===== config.mk =====
export PLATFORM = sky130hd
export DESIGN_NAME = umc_ctrl
export DESIGN_NICKNAME = d
export VERILOG_FILES = /design/src/umc_pkg.sv /design/src/umc_sync_if.sv /design/src/umc_sync2.sv /design/src/umc_irq.sv /design/src/umc_ctrl.sv
export VERILOG_INCLUDE_DIRS = /design/src
export SDC_FILE = /design/constraint.sdc
export NUM_CORES = 1
export LEC_CHECK = 0
export CAP_MARGIN = 10
export CORE_UTILIZATION = 44
export DETAILED_ROUTE_END_ITERATION = 12
export DONT_BUFFER_PORTS = 1
export PLACE_DENSITY = 0.69
export REMOVE_ABC_BUFFERS = 1
export SETUP_SLACK_MARGIN = 0.3
export SYNTH_ARGS = -nofsm -noshare
export SYNTH_HDL_FRONTEND = slang
export SYNTH_SLANG_ARGS = --single-unit

===== constraint.sdc =====
create_clock -name i_clk -period 1.3 [get_ports i_clk]
set_input_delay 0.13 -clock i_clk [delete_from_list [all_inputs] [get_ports i_clk]]
set_output_delay 0.13 -clock i_clk [all_outputs]
set_load 0.005 [all_outputs]

===== src/umc_params.svh =====
// Offsets, field positions and reset values of the USB module control block
`ifndef UMC_PARAMS_SVH
`define UMC_PARAMS_SVH

// ==========================================
// Register offsets
`define UMC_OFF_CTRL      4'h0
`define UMC_OFF_IRQ_STAT  4'h1
`define UMC_OFF_IRQ_MASK  4'h2

// ==========================================
// Control register fields
`define UMC_BIT_SUSPEND   1
`define UMC_BIT_RESUME    2
`define UMC_BIT_ATTACH    3
`define UMC_BIT_PKT_OFF   4
`define UMC_BIT_SE0       5
`define UMC_BIT_PPRST     6
`define UMC_CTRL_RESET    8'h00

// ==========================================
// Interrupt status fields
`define UMC_IRQ_SETUP     0
`define UMC_IRQ_SE0_ON    1
`define UMC_IRQ_SE0_OFF   2
`define UMC_IRQ_ATTACH_NG 3
`define UMC_IRQ_W         4

`endif


===== src/umc_pkg.sv =====
// Types of the USB module control block
`default_nettype none
package umc_pkg;
	// Attach state, Gray coded along detached, attached, suspended
	typedef enum logic [1:0] {
		UMC_DETACHED  = 2'b00,
		UMC_ATTACHED  = 2'b01,
		UMC_SUSPENDED = 2'b11
	} umc_state_t;
endpackage
`default_nettype wire


===== src/umc_sync_if.sv =====
// Interface carrying a raw level into the synchroniser and the settled level out
`timescale 1ns/100ps
`default_nettype none
interface umc_sync_if;
	logic raw;
	logic settled;
	modport sync (input raw, output settled);
	modport user (output raw, input settled);
endinterface
`default_nettype wire


===== src/umc_sync2.sv =====
// Two-stage level synchroniser
`timescale 1ns/100ps
`default_nettype none
module umc_sync2 (
	// Clock and reset
	input  wire logic i_clk,
	input  wire logic i_resetn,
	input  wire logic i_ce,
	// Levels
	umc_sync_if.sync  s
);
	logic meta_r;
	logic hold_r;

	always_ff @(posedge i_clk) begin
		if (!i_resetn) begin
			meta_r <= 1'b0;
			hold_r <= 1'b0;
		end else if (i_ce) begin
			meta_r <= s.raw;
			hold_r <= meta_r;
		end
	end

	assign s.settled = hold_r;
endmodule // umc_sync2
`default_nettype wire


===== src/umc_irq.sv =====
// Sticky interrupt status with mask and clear-on-read
`include "umc_params.svh"
`timescale 1ns/100ps
`default_nettype none
module umc_irq (
	// Clock and reset
	input  wire logic                    i_clk,
	input  wire logic                    i_resetn,
	input  wire logic                    i_ce,
	// Events and software access
	input  wire logic [`UMC_IRQ_W-1:0]   i_event,
	input  wire logic                    i_rd_clear,
	input  wire logic                    i_mask_we,
	input  wire logic [`UMC_IRQ_W-1:0]   i_mask_wdata,
	// State
	output logic      [`UMC_IRQ_W-1:0]   o_status,
	output logic      [`UMC_IRQ_W-1:0]   o_mask,
	output logic                         o_irq
);
	logic [`UMC_IRQ_W-1:0] stat_r;
	logic [`UMC_IRQ_W-1:0] stat_nxt;
	logic [`UMC_IRQ_W-1:0] mask_r;

	// New events win over the read that clears
	assign stat_nxt = (i_rd_clear ? {`UMC_IRQ_W{1'b0}} : stat_r) | i_event;

	always_ff @(posedge i_clk) begin
		if (!i_resetn) begin
			stat_r <= {`UMC_IRQ_W{1'b0}};
			mask_r <= {`UMC_IRQ_W{1'b0}};
		end else if (i_ce) begin
			stat_r <= stat_nxt;
			if (i_mask_we)
				mask_r <= i_mask_wdata;
		end
	end

	assign o_status = stat_r;
	assign o_mask   = mask_r;
	assign o_irq    = |(stat_r & mask_r);
endmodule // umc_irq
`default_nettype wire


===== src/umc_ctrl.sv =====
// USB module control register, attach state and serial-engine controls
//
// Added by the designer: the placing of the registers and the strobed register port.
`include "umc_params.svh"
`timescale 1ns/100ps
`default_nettype none
module umc_ctrl (
	// Clock, reset, enable
	input  wire logic        i_clk,
	input  wire logic        i_resetn,
	input  wire logic        i_ce,
	// Register port
	input  wire logic [3:0]  i_addr,
	input  wire logic [7:0]  i_wdata,
	input  wire logic        i_wr,
	input  wire logic        i_rd,
	output logic      [7:0]  o_rdata,
	// Serial engine side
	input  wire logic        i_clk_active,
	input  wire logic        i_pullup_enable,
	input  wire logic        i_se0_raw,
	input  wire logic        i_setup_token,
	output logic             o_module_enable,
	output logic             o_pullup_on,
	output logic             o_pingpong_buffer_indicator_clear,
	output logic             o_pingpong_pointer_reset,
	output logic             o_packet_processing_disable,
	output logic             o_resume_drive,
	output logic             o_serial_engine_clk_en,
	// Interrupt
	output logic             o_irq
);
	// ==========================================
	// Register decode
	wire hit_ctrl  = (i_addr == `UMC_OFF_CTRL);
	wire hit_stat  = (i_addr == `UMC_OFF_IRQ_STAT);
	wire hit_mask  = (i_addr == `UMC_OFF_IRQ_MASK);
	wire wr_ctrl   = i_wr & hit_ctrl;
	wire wr_mask   = i_wr & hit_mask;
	wire rd_stat   = i_rd & hit_stat;

	// ==========================================
	// Write data fields
	wire wr_att    = i_wdata[`UMC_BIT_ATTACH];
	wire wr_pprst  = i_wdata[`UMC_BIT_PPRST];
	wire wr_pkt    = i_wdata[`UMC_BIT_PKT_OFF];
	wire wr_resume = i_wdata[`UMC_BIT_RESUME];
	wire wr_susp   = i_wdata[`UMC_BIT_SUSPEND];

	// ==========================================
	// Control state
	logic                attach_r;
	logic                attach_nxt;
	logic                pprst_r;
	logic                pprst_nxt;
	logic                pkt_off_r;
	logic                pkt_off_nxt;
	logic                resume_r;
	logic                resume_nxt;
	logic                suspend_r;
	logic                suspend_nxt;
	logic                ind_clr_r;
	logic                ind_clr_nxt;
	logic                se0_prev_r;
	logic [7:0]          rdata_r;
	logic [7:0]          rdata_nxt;
	umc_pkg::umc_state_t state_r;
	umc_pkg::umc_state_t state_nxt;

	// ==========================================
	// Attach enable
	// A write of one with no clock source is refused; once set, attach
	// holds if the clock drops, so only software can detach the device
	wire clk_ok     = i_clk_active | attach_r;
	wire att_rise   = attach_nxt & ~attach_r;
	wire att_refuse = wr_ctrl & wr_att & ~attach_r & ~i_clk_active;
	assign attach_nxt = wr_ctrl ? (wr_att & clk_ok) : attach_r;

	always_ff @(posedge i_clk) begin
		if (!i_resetn)
			attach_r <= 1'b0;
		else if (i_ce)
			attach_r <= attach_nxt;
	end

	// ==========================================
	// Pingpong indicator clear
	// Registered so the descriptor table sees a clean one-cycle pulse
	assign ind_clr_nxt = att_rise;

	always_ff @(posedge i_clk) begin
		if (!i_resetn)
			ind_clr_r <= 1'b0;
		else if (i_ce)
			ind_clr_r <= ind_clr_nxt;
	end

	// ==========================================
	// Pointer reset
	// A level, held while the bit stays written to one
	assign pprst_nxt = wr_ctrl ? wr_pprst : pprst_r;

	always_ff @(posedge i_clk) begin
		if (!i_resetn)
			pprst_r <= 1'b0;
		else if (i_ce)
			pprst_r <= pprst_nxt;
	end

	// ==========================================
	// Packet processing disable
	// Setup tokens only count while attached
	wire setup_hit = attach_r & i_setup_token;
	wire pkt_clear = wr_ctrl & ~wr_pkt;
	// Hardware set beats the software clear in the same cycle
	assign pkt_off_nxt = setup_hit ? 1'b1 : (pkt_clear ? 1'b0 : pkt_off_r);

	always_ff @(posedge i_clk) begin
		if (!i_resetn)
			pkt_off_r <= 1'b0;
		else if (i_ce)
			pkt_off_r <= pkt_off_nxt;
	end

	// ==========================================
	// Resume and suspend
	assign resume_nxt  = wr_ctrl ? wr_resume : resume_r;
	assign suspend_nxt = wr_ctrl ? wr_susp : suspend_r;

	always_ff @(posedge i_clk) begin
		if (!i_resetn)
			resume_r <= 1'b0;
		else if (i_ce)
			resume_r <= resume_nxt;
	end

	always_ff @(posedge i_clk) begin
		if (!i_resetn)
			suspend_r <= 1'b0;
		else if (i_ce)
			suspend_r <= suspend_nxt;
	end

	// ==========================================
	// SE0 synchroniser
	// The bus level is not timed to this clock; two flops keep
	// metastability away from the status bit and the edge events
	umc_sync_if se0_if ();
	assign se0_if.raw = i_se0_raw;
	umc_sync2 u_se0_sync (
		.i_clk    (i_clk),
		.i_resetn (i_resetn),
		.i_ce     (i_ce),
		.s        (se0_if.sync)
	);
	wire se0_live = se0_if.settled;

	always_ff @(posedge i_clk) begin
		if (!i_resetn)
			se0_prev_r <= 1'b0;
		else if (i_ce)
			se0_prev_r <= se0_live;
	end

	// ==========================================
	// Attach state
	always_comb begin
		case (state_r)
			umc_pkg::UMC_DETACHED:
				state_nxt = attach_r ? umc_pkg::UMC_ATTACHED : umc_pkg::UMC_DETACHED;
			umc_pkg::UMC_ATTACHED:
				state_nxt = !attach_r ? umc_pkg::UMC_DETACHED :
					suspend_r ? umc_pkg::UMC_SUSPENDED : umc_pkg::UMC_ATTACHED;
			umc_pkg::UMC_SUSPENDED:
				state_nxt = !attach_r ? umc_pkg::UMC_DETACHED :
					!suspend_r ? umc_pkg::UMC_ATTACHED : umc_pkg::UMC_SUSPENDED;
			default:
				state_nxt = umc_pkg::UMC_DETACHED;
		endcase
	end

	always_ff @(posedge i_clk) begin
		if (!i_resetn)
			state_r <= umc_pkg::UMC_DETACHED;
		else if (i_ce)
			state_r <= state_nxt;
	end

	// ==========================================
	// Outputs; pull-up, pointer reset and resume are gated by attach, packet disable is forced on while detached
	wire on = attach_r;
	assign o_module_enable                   = on;
	assign o_pullup_on                       = on & i_pullup_enable;
	assign o_pingpong_buffer_indicator_clear = ind_clr_r;
	assign o_pingpong_pointer_reset          = on & pprst_r;
	assign o_packet_processing_disable       = ~on | pkt_off_r;
	assign o_resume_drive                    = on & resume_r;
	// Engine clock runs only while attached and not suspended
	assign o_serial_engine_clk_en            = (state_r == umc_pkg::UMC_ATTACHED);

	// ==========================================
	// Interrupts
	logic [`UMC_IRQ_W-1:0] irq_stat;
	logic [`UMC_IRQ_W-1:0] irq_mask;
	wire  [`UMC_IRQ_W-1:0] irq_ev;
	assign irq_ev[`UMC_IRQ_SETUP]     = setup_hit;
	assign irq_ev[`UMC_IRQ_SE0_ON]    = on & se0_live & ~se0_prev_r;
	assign irq_ev[`UMC_IRQ_SE0_OFF]   = on & ~se0_live & se0_prev_r;
	assign irq_ev[`UMC_IRQ_ATTACH_NG] = att_refuse;

	umc_irq u_irq (
		.i_clk        (i_clk),
		.i_resetn     (i_resetn),
		.i_ce         (i_ce),
		.i_event      (irq_ev),
		.i_rd_clear   (rd_stat),
		.i_mask_we    (wr_mask),
		.i_mask_wdata (i_wdata[`UMC_IRQ_W-1:0]),
		.o_status     (irq_stat),
		.o_mask       (irq_mask),
		.o_irq        (o_irq)
	);

	// ==========================================
	// Read path
	logic [7:0] ctrl_view;
	always_comb begin
		ctrl_view = 8'h00;
		ctrl_view[`UMC_BIT_PPRST]   = pprst_r;
		ctrl_view[`UMC_BIT_SE0]     = se0_live;
		ctrl_view[`UMC_BIT_PKT_OFF] = pkt_off_r;
		ctrl_view[`UMC_BIT_ATTACH]  = attach_r;
		ctrl_view[`UMC_BIT_RESUME]  = resume_r;
		ctrl_view[`UMC_BIT_SUSPEND] = suspend_r;
	end

	wire [7:0] rsel =
		(i_addr == `UMC_OFF_CTRL)     ? ctrl_view :
		(i_addr == `UMC_OFF_IRQ_STAT) ? {{(8-`UMC_IRQ_W){1'b0}}, irq_stat} :
		(i_addr == `UMC_OFF_IRQ_MASK) ? {{(8-`UMC_IRQ_W){1'b0}}, irq_mask} :
		8'h00;

	// Read data stand for one cycle only and are zero otherwise
	assign rdata_nxt = i_rd ? rsel : 8'h00;

	always_ff @(posedge i_clk) begin
		if (!i_resetn)
			rdata_r <= 8'h00;
		else if (i_ce)
			rdata_r <= rdata_nxt;
	end
	assign o_rdata = rdata_r;
endmodule // umc_ctrl
`default_nettype wire


=== Word-level counts from Yosys, hierarchy flattened ===
Cells that the tools add are included.

* Reduce and logical (&&, ||, !) cells: 8
* Bitwise logic cells: 26
* Eq/ne operators: 4
* Mux-type cells: 12

{| class="wikitable"
|+ Operators with widths
! kind !! count
|-
| $and A1 B1 Y1 || 17
|-
| $mux W7 || 2
|-
| $mux W4 || 3
|-
| $reduce_and A2 Y1 || 3
|-
| $not A1 Y1 || 5
|-
| $and A4 B4 Y4 || 1
|-
| $eq A4 B1 Y1 const B || 1
|-
| $eq A4 B2 Y1 const B || 1
|-
| $logic_not A4 Y1 || 1
|-
| $mux W1 || 4
|-
| $mux W2 || 2
|-
| $or A4 B4 Y4 || 1
|-
| $pmux W2 S2 || 1
|-
| $reduce_or A4 Y1 || 1
|-
| $eq A2 B1 Y1 const B || 1
|-
| $eq A2 B2 Y1 const B || 1
|-
| $logic_not A2 Y1 || 1
|-
| $or A1 B1 Y1 || 2
|-
| $reduce_bool A2 Y1 || 1
|-
| $reduce_or A2 Y1 || 1
|}

* Flip-flop bits (word level): 27
* Bits of input ports: 21

=== Longest topological paths before layout ===
Gate-level depths: netlist (run 1).

* Depth in word-level cells: 6
* Gate-level depth with buffers: 4

=== Cells and area by module ===
Synthesis (run 1) repeated with hierarchy kept, for this count alone.

* Cells, all modules: 152
* Area, all modules: 1313.8 µm²

{| class="wikitable"
|+ By module, submodules not included
! module !! cells each !! instances !! area each (µm²)
|-
| umc_ctrl || 106 || 1 || 880.8
|-
| umc_irq || 40 || 1 || 360.3
|-
| umc_sync2 || 6 || 1 || 72.6
|}

=== Worst setup path after synthesis (run 1) ===
Ideal clock, no wire load.

* Path kind: in2reg
* Start: input port i_addr[1]
* End: register rdata_r[1], in the netlist o_rdata[1]
* Data arrival time: 0.970 ns
* Setup time: 0.117 ns
* Slack: 0.213 ns
* Data required time: 1.183 ns
* Stages on the path: 4
* Buffers on the path: 1
* Cell sequence: buf_2 > nor4_4 > nand2b_1 > a32o_1

* Cells in the longest elaborated chain, start to end: 5
* Elaborated cells on any way between the ends: 7
* Classes of those cells: 2 x eq/ne; 4 x mux; 1 x reduce/logical

{| class="wikitable"
|+ RTL lines
! item !! line !! RTL
|-
| start: declaration || umc_ctrl.sv:13 || <nowiki>input wire logic [3:0] i_addr,</nowiki>
|-
| $eq A4 B2 Y1 (no line) || n/a ||
|-
| $mux W4 || umc_ctrl.sv:240 || <nowiki>(i_addr == `UMC_OFF_IRQ_MASK) ? {{(8-`UMC_IRQ_W){1'b0}}, irq_mask} :</nowiki>
|-
| $mux W4 || umc_ctrl.sv:239 || <nowiki>(i_addr == `UMC_OFF_IRQ_STAT) ? {{(8-`UMC_IRQ_W){1'b0}}, irq_stat} :</nowiki>
|-
| $mux W7 * || umc_ctrl.sv:238 || <nowiki>(i_addr == `UMC_OFF_CTRL) ? ctrl_view :</nowiki>
|-
| $mux W7 * || umc_ctrl.sv:244 || <nowiki>assign rdata_nxt = i_rd ? rsel : 8'h00;</nowiki>
|-
| end signal: assignment || umc_ctrl.sv:250 || <nowiki>rdata_r <= rdata_nxt;</nowiki>
|-
| end: declaration || umc_ctrl.sv:65 || <nowiki>logic [7:0] rdata_r;</nowiki>
|}

Mark *: on every way between the ends. The rest lies on a longest branch, timed or not.
A chain may end at the register's enable or synchronous reset.

=== Worst setup path in the final report (run 1) ===
* Start: register attach_r, in the netlist o_module_enable
* End: output port o_resume_drive

* Cells in the longest elaborated chain, start to end: 1

{| class="wikitable"
|+ RTL lines
! item !! line !! RTL
|-
| start: declaration || umc_ctrl.sv:52 || <nowiki>logic attach_r;</nowiki>
|-
| start signal: assignment || umc_ctrl.sv:83 || <nowiki>attach_r <= attach_nxt;</nowiki>
|-
| $and A1 B1 Y1 || umc_ctrl.sv:197 || <nowiki>assign o_resume_drive = on & resume_r;</nowiki>
|-
| end: declaration || umc_ctrl.sv:28 || <nowiki>output logic o_resume_drive,</nowiki>
|}

No other way between the ends.

==> summary.md, run 1 <==
| Metric | Value |
|---|---|
| Status | finished clean |
| DRT iter0 DRCs | 33 |
| Number of cell rows | 18 |
| Remaining DRCs | 0 |
| Worst Hold Class | in2reg |
| M2 GR Usage | 36.95% |
| # diodes | 0 |
| Antenna-violating nets left | 0 |
| Net count, final | 170 |
| Critical-path maximum fanout | 4 |
| Dpl cells | 158 |
| Setup crit end kind | output pin |
| Design Area, Final | 0.001490 mm^2 |
| First-pass GRT wire length | 4.540 mm |
| Clock Skew | 9.487 ps |
| Leak Pwr | 0.0005645 uW |
| Clock sinks | 26 |
| WL/cell | 16.45 um |
| CTS H-tree depth | 1 |
| Final WS setup | 180.4 ps |
| Share of cells above drive strength 1 | 20.95% |
| Post-Syn Area | 0.001239 mm^2 |
| Synth top area share | 42.02% |
| Mean area per synthesized cell | 9.108 um^2 |
| Reg2reg path depth | 4 |
| Die W | 55.06 um |
| Reg-to-Reg Start | u_irq.o_status[0] |
| Fin cells | 178 |
| Largest cells by area after synthesis | dfxtp_1, mux2i_1, nand2_1, a21oi_1, nand2b_1 |
| PortBufs | 0 |
| TritonCTS buffer count | 3 |
| Synth cell types | 36 |
| Grt ovf | 0 |
| Placeable Area | 0.002567 mm^2 |
| Clk slew on worst S/H paths | 150 ps |
| Crit path arrival time | 990 ps |
| Hold wc startpoint | i_addr[2] |
| Clock tree buffer depth | 2 |
| Clock Tree Root | clkbuf_4 |
| Critical path launch point | o_module_enable |
| Fin crit share | 86.12% |
| Filler cells | 237 |
| Cell taking the most area after synthesis | dfxtp_1 |
| Flops & latches, synth | 26 |
| GR met1 Demand/Resource | 26.41% |
| DP Wirelength | 1.911 mm |
| Vias post-DR | 1066 |
| Peak VDD IR | 0.6263 mV |
| Startpoint types | register |
| DR vias/cell | 5.989 |
| Busiest grt layer | met2 |
| Hold Vio Cnt, Final | 0 |
| RSZ-0062 raised after global routing | true |
| CP Data Required Time | 1170 ps |
| R2R Setup Slk | 280 ps |
| CTS tree | yes |
| First-pass detailed-route iteration total | 5 |
| Die H | 55.06 um |
| Final Max Slew Viols | 0 |
| Worst hold path depth | 3 |
| Pre-CTS setup slack | 140.6 ps |
| Total wire length | 2.928 mm |
| Clk Latency, worst-skew pair | 320 ps |
| Fmax achieved | 893.2 MHz |
| Antenna violations before repair | 0 |
| GRT Overall Usage | 21.21% |
| Mapped Cells | 136 |
| Endpoints failing setup | 0 |
| Vias in the first global route | 1003 |
| Fin crit period | 1120 ps |
| Placed inst area | 0.001236 mm^2 |
| Max Cap Viol | 0 |
| # IOs | 37 |
| Most frequent cells in the layout | dfxtp_1, nand2_1, a21oi_1 |
| Post-synthesis sequential area ratio | 42.02% |
| Commonest non-fill, non-tap cell in the layout | dfxtp_1 |
| Pin count of the biggest net entering global routing | 16 |
| Routability Congestion | 0.8107 |
| Yosys warning total | 0 |
| Setup TNS | 0 ps |
| GR Util met3 | 3.825% |
| Die ar. | 0.003032 mm^2 |
| Crit path kind | reg2out |
| P&R area growth vs syn | 20.30% |
| Initial Util | 48.25% |
| Pwr Density | 996.1 mW/mm^2 |
path summary, 6_finish.rpt:
| check | to |
|---|---|
| worst max-delay path | o_resume_drive |
| worst min-delay path | o_rdata[4] |
| worst max register to register | o_rdata[0] |
| worst min register to register | state_r[0] |
worst max-delay path, cell delays in order (launching register included):
cell and delay, ps:
dfxtp_4 390, buf_6 120, and2_4 150
timing repair:
| action | in CTS | in global routing |
|---|---|---|
| pin swaps | 1 | 1 |
| endpoints found under the hold margin | 22 | 0 |
| hold buffers | 11 | 0 |
| gates resized for setup | 14 | 5 |
| setup endpoints to repair | 10 | 29 |
| buffers inserted | 5 | 0 |
Yosys cell counts:
master / n
a211o_1: 1
a21oi_1: 11
a21oi_2: 1
a22oi_1: 2
a311oi_1: 1
a31o_2: 1
a31oi_1: 2
a32o_1: 3
and2_1: 3
and3_1: 1
buf_1: 2
buf_2: 2
buf_4: 2
buf_6: 1
clkbuf_1: 3
conb_1: 1
dfxtp_1: 26
inv_1: 4
mux2i_1: 10
nand2_1: 19
nand2_2: 1
nand2b_1: 7
nand3_1: 1
nand3b_1: 3
nand4_1: 4
nand4b_1: 2
nor2_1: 4
nor2b_1: 6
nor3_4: 1
nor4_4: 1
nor4b_4: 1
o211a_1: 1
o211ai_1: 1
o21ai_0: 4
o41ai_1: 2
or3b_4: 1
state kept, by name, indices dropped and copies added (netlist names):
register                           flops
o_module_enable                        1
o_pingpong_buffer_indicator_clear      1
o_rdata                                7
pkt_off_r                              1
pprst_r                                1
resume_r                               1
se0_prev_r                             1
state_r                                2
suspend_r                              1
u_irq.o_mask                           4
u_irq.o_status                         4
u_se0_sync.meta_r                      1
u_se0_sync.s.settled                   1
report_power, final:
part           switching, uW  internal (uW)
logic                   58.4           57.9
registers               6.57            803
clock network            247            312
layer usage:
layer	share of wire (%)	up-vias
met3	7.5	5
met1	42	512
met4	0.85	0
met5	0	-
met2	49	44
li1	-	505
cell families (layout without fill, tap and decap cells):
logic type	Yosys count	after routing	synth area share, %
flops	26	26	42.02
buf+inv	14	26	5.656
compound gates	30	30	16.36
simple gates	55	55	27.58
mux	10	10	8.081
other cells	1	1	0.3027
through the flow:
| stage | hold slack, ps | power [uW] | utilization [%] |
|---|---|---|---|
| after global placement | 239.6 | 897.5 | 48.15 |
| final | 5.763 | 1484 | 58.04 |
| after detailed placement | 240.4 | 899.0 | 48.15 |
| after global routing | -0.2837 | 1532 | 58.04 |
| after floorplan | 233.9 | 884.0 | - |
| after CTS | 1.206 | 1489 | 57.55 |
area by class of cell:
class	count	area [um^2]	share of cell area [%]
tap	30	37.54	2.519
multi-input combinational	96	675.6	45.34
sequential	26	530.5	35.60
clock buffer	3	22.52	1.511
timing repair buffer	18	178.9	12.01
inverter	4	15.01	1.008
clock inverter	1	30.03	2.015
Power figures use the tool's default switching activity.
==> inputs of run 2 (changes only) <==
CORE_ASPECT_RATIO = 0.7   (was not set)
==> run 2 against run 1 <==
Combinational power down 21%. Sequential power about the same. First-iteration DRC count up 110%. Cell count down 1.1%. Global-route usage up 0.53 points. Register-to-register slack better by 40 ps. Non-clock buffer count down 6. Die area about the same. Clock skew down 4.2 ps. Hold slack better by 0.92 ps. Wire length down 0.24%. Critical path type unchanged. Critical endpoint is now o_irq.
==> summary.md, run 2 (synthesis gave the netlist of run 1 again) <==
| Metric | Value |
|---|---|
| Setup crit end kind | output pin |
| Placeable Area | 0.002571 mm^2 (+0.15%) |
| Met2 WL | 1.279 mm (-11%) |
| WL/cell | 16.60 um (+0.89%) |
| DR vias/cell | 5.693 (-4.9%) |
| Pin count of the biggest net entering global routing | 19 (+3) |
| Routability Congestion | 0.8026 (-1.0%) |
| Pre-CTS setup slack | 139.4 ps (-1.234 ps) |
| Crit path kind | reg2out |
| Crit path arrival time | 880 ps (-110 ps) |
| Fin cells | 176 (-1.1%) |
| Pwr Density | 1010 mW/mm^2 (+1.4%) |
| Critical-path maximum fanout | 2 (-2) |
| RSZ-0062 raised after global routing | true |
| Met1 wire length | 1.324 mm (+6.5%) |
| WHS Endpoint | pprst_r |
| P&R area growth vs syn | 13.94% |
| Peak VDD IR | 0.7141 mV (+14%) |
| Fin crit period | 1009 ps (-111.0 ps) |
| Hold Vio Cnt, Final | 0 (unchanged) |
| Area occupied by multi-input gates | 668.1 um^2 (-1.1%) |
| First-pass GRT wire length | 4.754 mm (+4.7%) |
| Reg-to-Reg Start | u_irq.o_mask[0] |
| First-pass detailed-route iteration total | 4 (-1) |
| Endpoints failing setup | 0 (unchanged) |
| Overall Power | 1426 uW (-4.0%) |
| Total wire length | 2.921 mm (-0.24%) |
| Net count, final | 164 (-3.5%) |
| Leak Pwr | 0.0005261 uW (-6.8%) |
| Filler cells | 256 (+8.0%) |
| Uppermost routed layer | met3 |
| DP Wirelength | 2.094 mm (+9.6%) |
| Fmax achieved | 991.5 MHz (+11%) |
| # diodes | 0 (unchanged) |
| # IOs | 37 (unchanged) |
| Clk slew on worst S/H paths | 90 ps (-60 ps) |
| CP Data Required Time | 1170 ps (about the same) |
| Fin crit share | 77.58% (-8.5 points) |
| Clock tree buffer depth | 2 (unchanged) |
| CTS tree | yes |
| Antenna violations before repair | 0 (unchanged) |
| Clock Tree Root | clkbuf_8 |
| Die ar. | 0.003035 mm^2 (about the same) |
| Commonest non-fill, non-tap cell in the layout | dfxtp_1 |
| Setup TNS | 0 ps (unchanged) |
| Most frequent cells in the layout | dfxtp_1, nand2_1, a21oi_1 |
| R2R Setup Slk | 320 ps (+40 ps) |
| TritonCTS buffer count | 3 (unchanged) |
| Initial Util | 48.18% (-0.070 points) |
| Number of cell rows | 15 (-3) |
| DRT iter0 DRCs | 68 (+110%) |
| Share of cells above drive strength 1 | 17.61% (-3.3 points) |
| Grt ovf | 0 (unchanged) |
| Status | finished clean |
| Startpoint types | register |
| Die W | 65.42 um (+19%) |
| CTS H-tree depth | 1 (unchanged) |
| Hold wc startpoint | i_wdata[6] |
| Final WS setup | 291.4 ps (+111.0 ps) |
| Worst Hold Class | in2reg |
| Worst hold path depth | 2 (-1) |
| Vias post-DR | 1002 (-6.0%) |
| Sequential cell area | 528.0 um^2 (-0.47%) |
| Clock sinks | 26 (unchanged) |
| Routed met3 length | 317 um (+45%) |
| Vias in the first global route | 984 (-1.9%) |
| Remaining DRCs | 0 (unchanged) |
| GRT Overall Usage | 21.73% (+0.53 points) |
| Clk Latency, worst-skew pair | 270 ps (-50 ps) |
| Dpl cells | 162 (+2.5%) |
| Die H | 46.39 um (-16%) |
| PortBufs | 0 (unchanged) |
| Reg2reg path depth | 4 (unchanged) |
| Max reg flops | 7 (unchanged) |
| Clock Skew | 5.254 ps (-4.233 ps) |
| Max Cap Viol | 0 (unchanged) |
| Antenna-violating nets left | 0 (unchanged) |
| Final Max Slew Viols | 0 (unchanged) |
| R2r endpoint | o_rdata[0] |
[run 2: worst max-delay path by stage]
stage / startpoint / endpoint / slack, ps
2_1_floorplan: i_addr[0] / u_irq.o_mask[0] / 290
3_3_place_gp: i_addr[0] / u_irq.o_mask[2] / 160
3_5_place_dp: i_addr[0] / u_irq.o_mask[2] / 140
4_1_cts: u_irq.o_mask[0] / o_irq / 290
5_1_grt: u_irq.o_status[1] / o_irq / 260
6_report: u_irq.o_mask[0] / o_irq / 290
[run 2: repair_timing]
action                     in CTS  in global routing
hold buffers                    5                  0
hold endpoints to repair        6                  0
cloned                          0                  0
setup endpoints to repair      13                  8
setup buffers                   5                  0
resized for setup               6                  2
pin swaps                       2                  0
[run 2: metrics by stage]
stage          util, %  cell area [um^2]  hold slack (ps)
6_report         54.89              1411            6.684
5_1_grt          54.89              1411            9.847
3_5_place_dp     48.27              1241            247.3
4_1_cts          54.31              1396           0.8689
3_3_place_gp     48.27              1241            237.9
2_1_floorplan        -              1184            233.9
[run 2: per-layer routing]
layer / track usage (%) / up-vias
li1: - / 494
met1: 28.51 / 467
met2: 35.88 / 41
met3: 8.168 / 0
met4: 1.304 / 0
met5: 0 / -
[run 2: layout make-up]
type | instances | area share (%)
multi-input combinational | 96 | 47.34
sequential | 26 | 37.41
timing repair buffer | 12 | 7.269
clock buffer | 4 | 3.901
tap | 34 | 3.014
inverter | 4 | 1.064
[run 2: worst max-delay path, cell delays in order (launching register included)]
cell     delay, ps
dfxtp_2        330
a22oi_1        180
nand2_1        100
[run 2: power by group]
group	total (uW)	switching (uW)	internal [uW]	leakage, uW
Sequential	808	6.34	802	0.000212
Combinational	91.9	47.6	44.2	0.000285
Clock	526	255	271	0.0000288
==> inputs of run 3 (changes only) <==
PLACE_DENSITY = 0.71   (was 0.69)
clock period = 0.86 ns   (was 1.3 ns; I/O delays follow)
==> run 3 against run 2 <==
The flow now finishes with violations (negative hold slack, negative setup slack). First-iteration DRC count decreased by 44%. Wire length increased by 6.0%. Sequential power increased by 51%. Hold slack got worse by 120 ps. Die area unchanged. Clock power increased by 94%. Register-to-register slack got worse by 430 ps.
==> summary.md, run 3 (synthesis gave the netlist of run 1 again) <==
| Metric | Value |
|---|---|
| Net count, final | 169 (+3.0%) |
| Gate power share | 6.2% (-0.2 points) |
| Number of cell rows | 15 (unchanged) |
| Pwr Density | 1480 mW/mm^2 (+47%) |
| Leak Pwr | 0.0005988 uW (+14%) |
| Dpl cells | 171 (+5.6%) |
| Grt ovf | 0 (unchanged) |
| Clock Skew | 8.578 ps (+3.323 ps) |
| P_int | 1902 uW (+70%) |
| R2R Setup Slk | -110 ps (-430 ps) |
| Largest stage delay on the critical path | 330 ps (about the same) |
| Worst hold path depth | 1 (-1) |
| Violated checks | negative hold slack, negative setup slack |
| Die H | 46.39 um (unchanged) |
| Antenna-violating nets left | 0 (unchanged) |
| Startpoint types | register |
| Remaining DRCs | 0 (unchanged) |
| Clk slew on worst S/H paths | 90 ps (about the same) |
| Routability Congestion | 0.8738 (+8.9%) |
| WHS Endpoint | u_irq.o_status[3] |
| R2r endpoint | o_rdata[0] |
| CTS H-tree depth | 1 (unchanged) |
| Cell at the slowest stage of the critical path | dfxtp_2 |
| RSZ-0062 raised after global routing | true |
| Hold Vio Cnt, Final | 20 (+20) |
| # IOs | 37 (unchanged) |
| Clock Tree Root | clkbuf_8 |
| Hold WS | -118.1 ps (-124.8 ps) |
| Placeable Area | 0.002571 mm^2 (unchanged) |
| DR vias/cell | 5.735 (+0.73%) |
| Status | finished with violations |
| Overall Power | 2383 uW (+67%) |
| Clock tree buffer depth | 2 (unchanged) |
| Die ar. | 0.003035 mm^2 (unchanged) |
| Sw frac | 20.18% (-1.5 points) |
| TritonCTS buffer count | 3 (unchanged) |
| Pin count of the biggest net entering global routing | 19 (unchanged) |
| Antenna violations before repair | 0 (unchanged) |
| Final WS setup | -196.5 ps (-487.9 ps) |
| Most frequent cells in the layout | dfxtp_2, nand2_1, mux2i_1, buf_4, a21oi_1 |
| Initial Util | 48.18% (unchanged) |
| P&R area growth vs syn | 30.00% |
| First-pass detailed-route iteration total | 4 (unchanged) |
| Setup crit end kind | output pin |
| GRT Overall Usage | 20.95% (-0.78 points) |
| DP Wirelength | 2.142 mm (+2.3%) |
| Max reg flops | 7 (unchanged) |
| Hold wc startpoint | i_clk_active |
| Vias in the first global route | 976 (-0.81%) |
| Reg-to-Reg Start | u_irq.o_mask[0] |
| WL/cell | 17.10 um (+3.1%) |
| CTS tree | yes |
| # diodes | 0 (unchanged) |
| Endpoints failing setup | 16 (+16) |
| Total wire length | 3.096 mm (+6.0%) |
| Fin crit period | 1057 ps |
| Max Cap Viol | 0 (unchanged) |
| Worst Hold Class | in2reg |
| Fin crit share | 122.9% |
| Peak VDD IR | 0.9257 mV (+30%) |
| CP Data Required Time | 770 ps (-400 ps) |
| Critical-path maximum fanout | 2 (unchanged) |
| Reg2reg path depth | 4 (unchanged) |
| First-pass GRT wire length | 4.609 mm (-3.1%) |
| PortBufs | 0 (unchanged) |
| Clk pwr share | 42.8% (+5.9 points) |
| Sequential power share | 51.0% (-5.7 points) |
| Filler cells | 210 (-18%) |
| Final Max Slew Viols | 0 (unchanged) |
| Crit path arrival time | 970 ps (+90 ps) |
| P_sw | 480.9 uW (+56%) |
| Share of cells above drive strength 1 | 48.98% (+31 points) |
| Die W | 65.42 um (unchanged) |
| Commonest non-fill, non-tap cell in the layout | dfxtp_2 |
| Fmax achieved | 946.5 MHz |
| Fin cells | 181 (+2.8%) |
| Clk Latency, worst-skew pair | 280 ps (about the same) |
| Critical path cell sequence | buf_4, a22oi_2, nand2_1 |
| Clock sinks | 26 (unchanged) |
| DRT iter0 DRCs | 38 (-44%) |
| Crit path kind | reg2out |
| Vias post-DR | 1038 (+3.6%) |
-- run 3: cell count changes in the layout (fill, tap and decap cells not counted), sizes merged --
cell,previous run,this run
buf,7,17
bufinv,0,1
clkbuf,4,3
dlygate4sd3,5,0
-- run 3: cell type report --
cell class / count / area [um^2] / share of cell area [%]
repair buffers: 17 / 153.9 / 9.557
clock buffers: 3 / 41.29 / 2.564
flip-flops and latches: 26 / 559.3 / 34.73
multi-input cells: 96 / 768.2 / 47.71
well taps: 34 / 42.54 / 2.642
clock inverters: 1 / 30.03 / 1.865
inverters: 4 / 15.01 / 0.9324
-- run 3: how the worst max path moves through the flow --
stage,startpoint,end,slack [ps],cells past startpoint
6_report,u_irq.o_status[1],o_irq,-200,3
5_1_grt,u_irq.o_status[0],o_irq,-240,3
4_1_cts,u_irq.o_status[0],o_irq,-200,3
3_5_place_dp,i_addr[0],u_irq.o_mask[2],-230,3
3_3_place_gp,i_addr[0],u_irq.o_mask[3],-160,3
2_1_floorplan,o_module_enable,pkt_off_r,-110,2
-- run 3: power by group through the flow --
stage                     sequential [uW]  clock, uW  combinational, uW
after CTS                            1220       1040                136
final                                1220       1020                148
after floorplan                      1250          0               86.2
after global routing                 1220       1090                158
after detailed placement             1250          0                118
after global placement               1250          0                114
-- run 3: layer usage --
metal | track usage, % | wire length, um | vias up
met2 | 35.26 | 1462 | 37
li1 | - | - | 509
met5 | 0 | 0 | -
met4 | 2.609 | 8 | 0
met1 | 26.34 | 1332 | 490
met3 | 8.168 | 292 | 2
-- run 3: what timing repair did --
| action | CTS | global route |
|---|---|---|
| gates resized for setup | 51 | 9 |
| pin swaps | 18 | 7 |
| hold endpoints to repair | 21 | 21 |
| setup buffers | 4 | 2 |
| endpoints found under the setup margin | 41 | 41 |
-- run 3: per-stage QoR --
stage	TNS (ps)	util, %	worst slack [ps]	area (um^2)	hold WS [ps]
finish	-1276	62.63	-196.5	1610	-118.1
global route	-1890	62.63	-244.9	1610	-131.5
CTS	-1079	60.24	-203.1	1549	-114.1
detailed placement	-2161	50.90	-229.4	1309	198.2
global placement	-1658	50.90	-163.2	1309	193.8
floorplan	-758.2	-	-111.0	1184	189.9
-- run 3: worst max-delay path, delay by kind of cell, from the launching register on --
kind | cells | cell delay [ps]
AO/OA/AOI/OAI | 1 | 140
flip-flops | 1 | 330
buffers and inverters | 1 | 130
AND/OR/NAND/NOR | 1 | 90
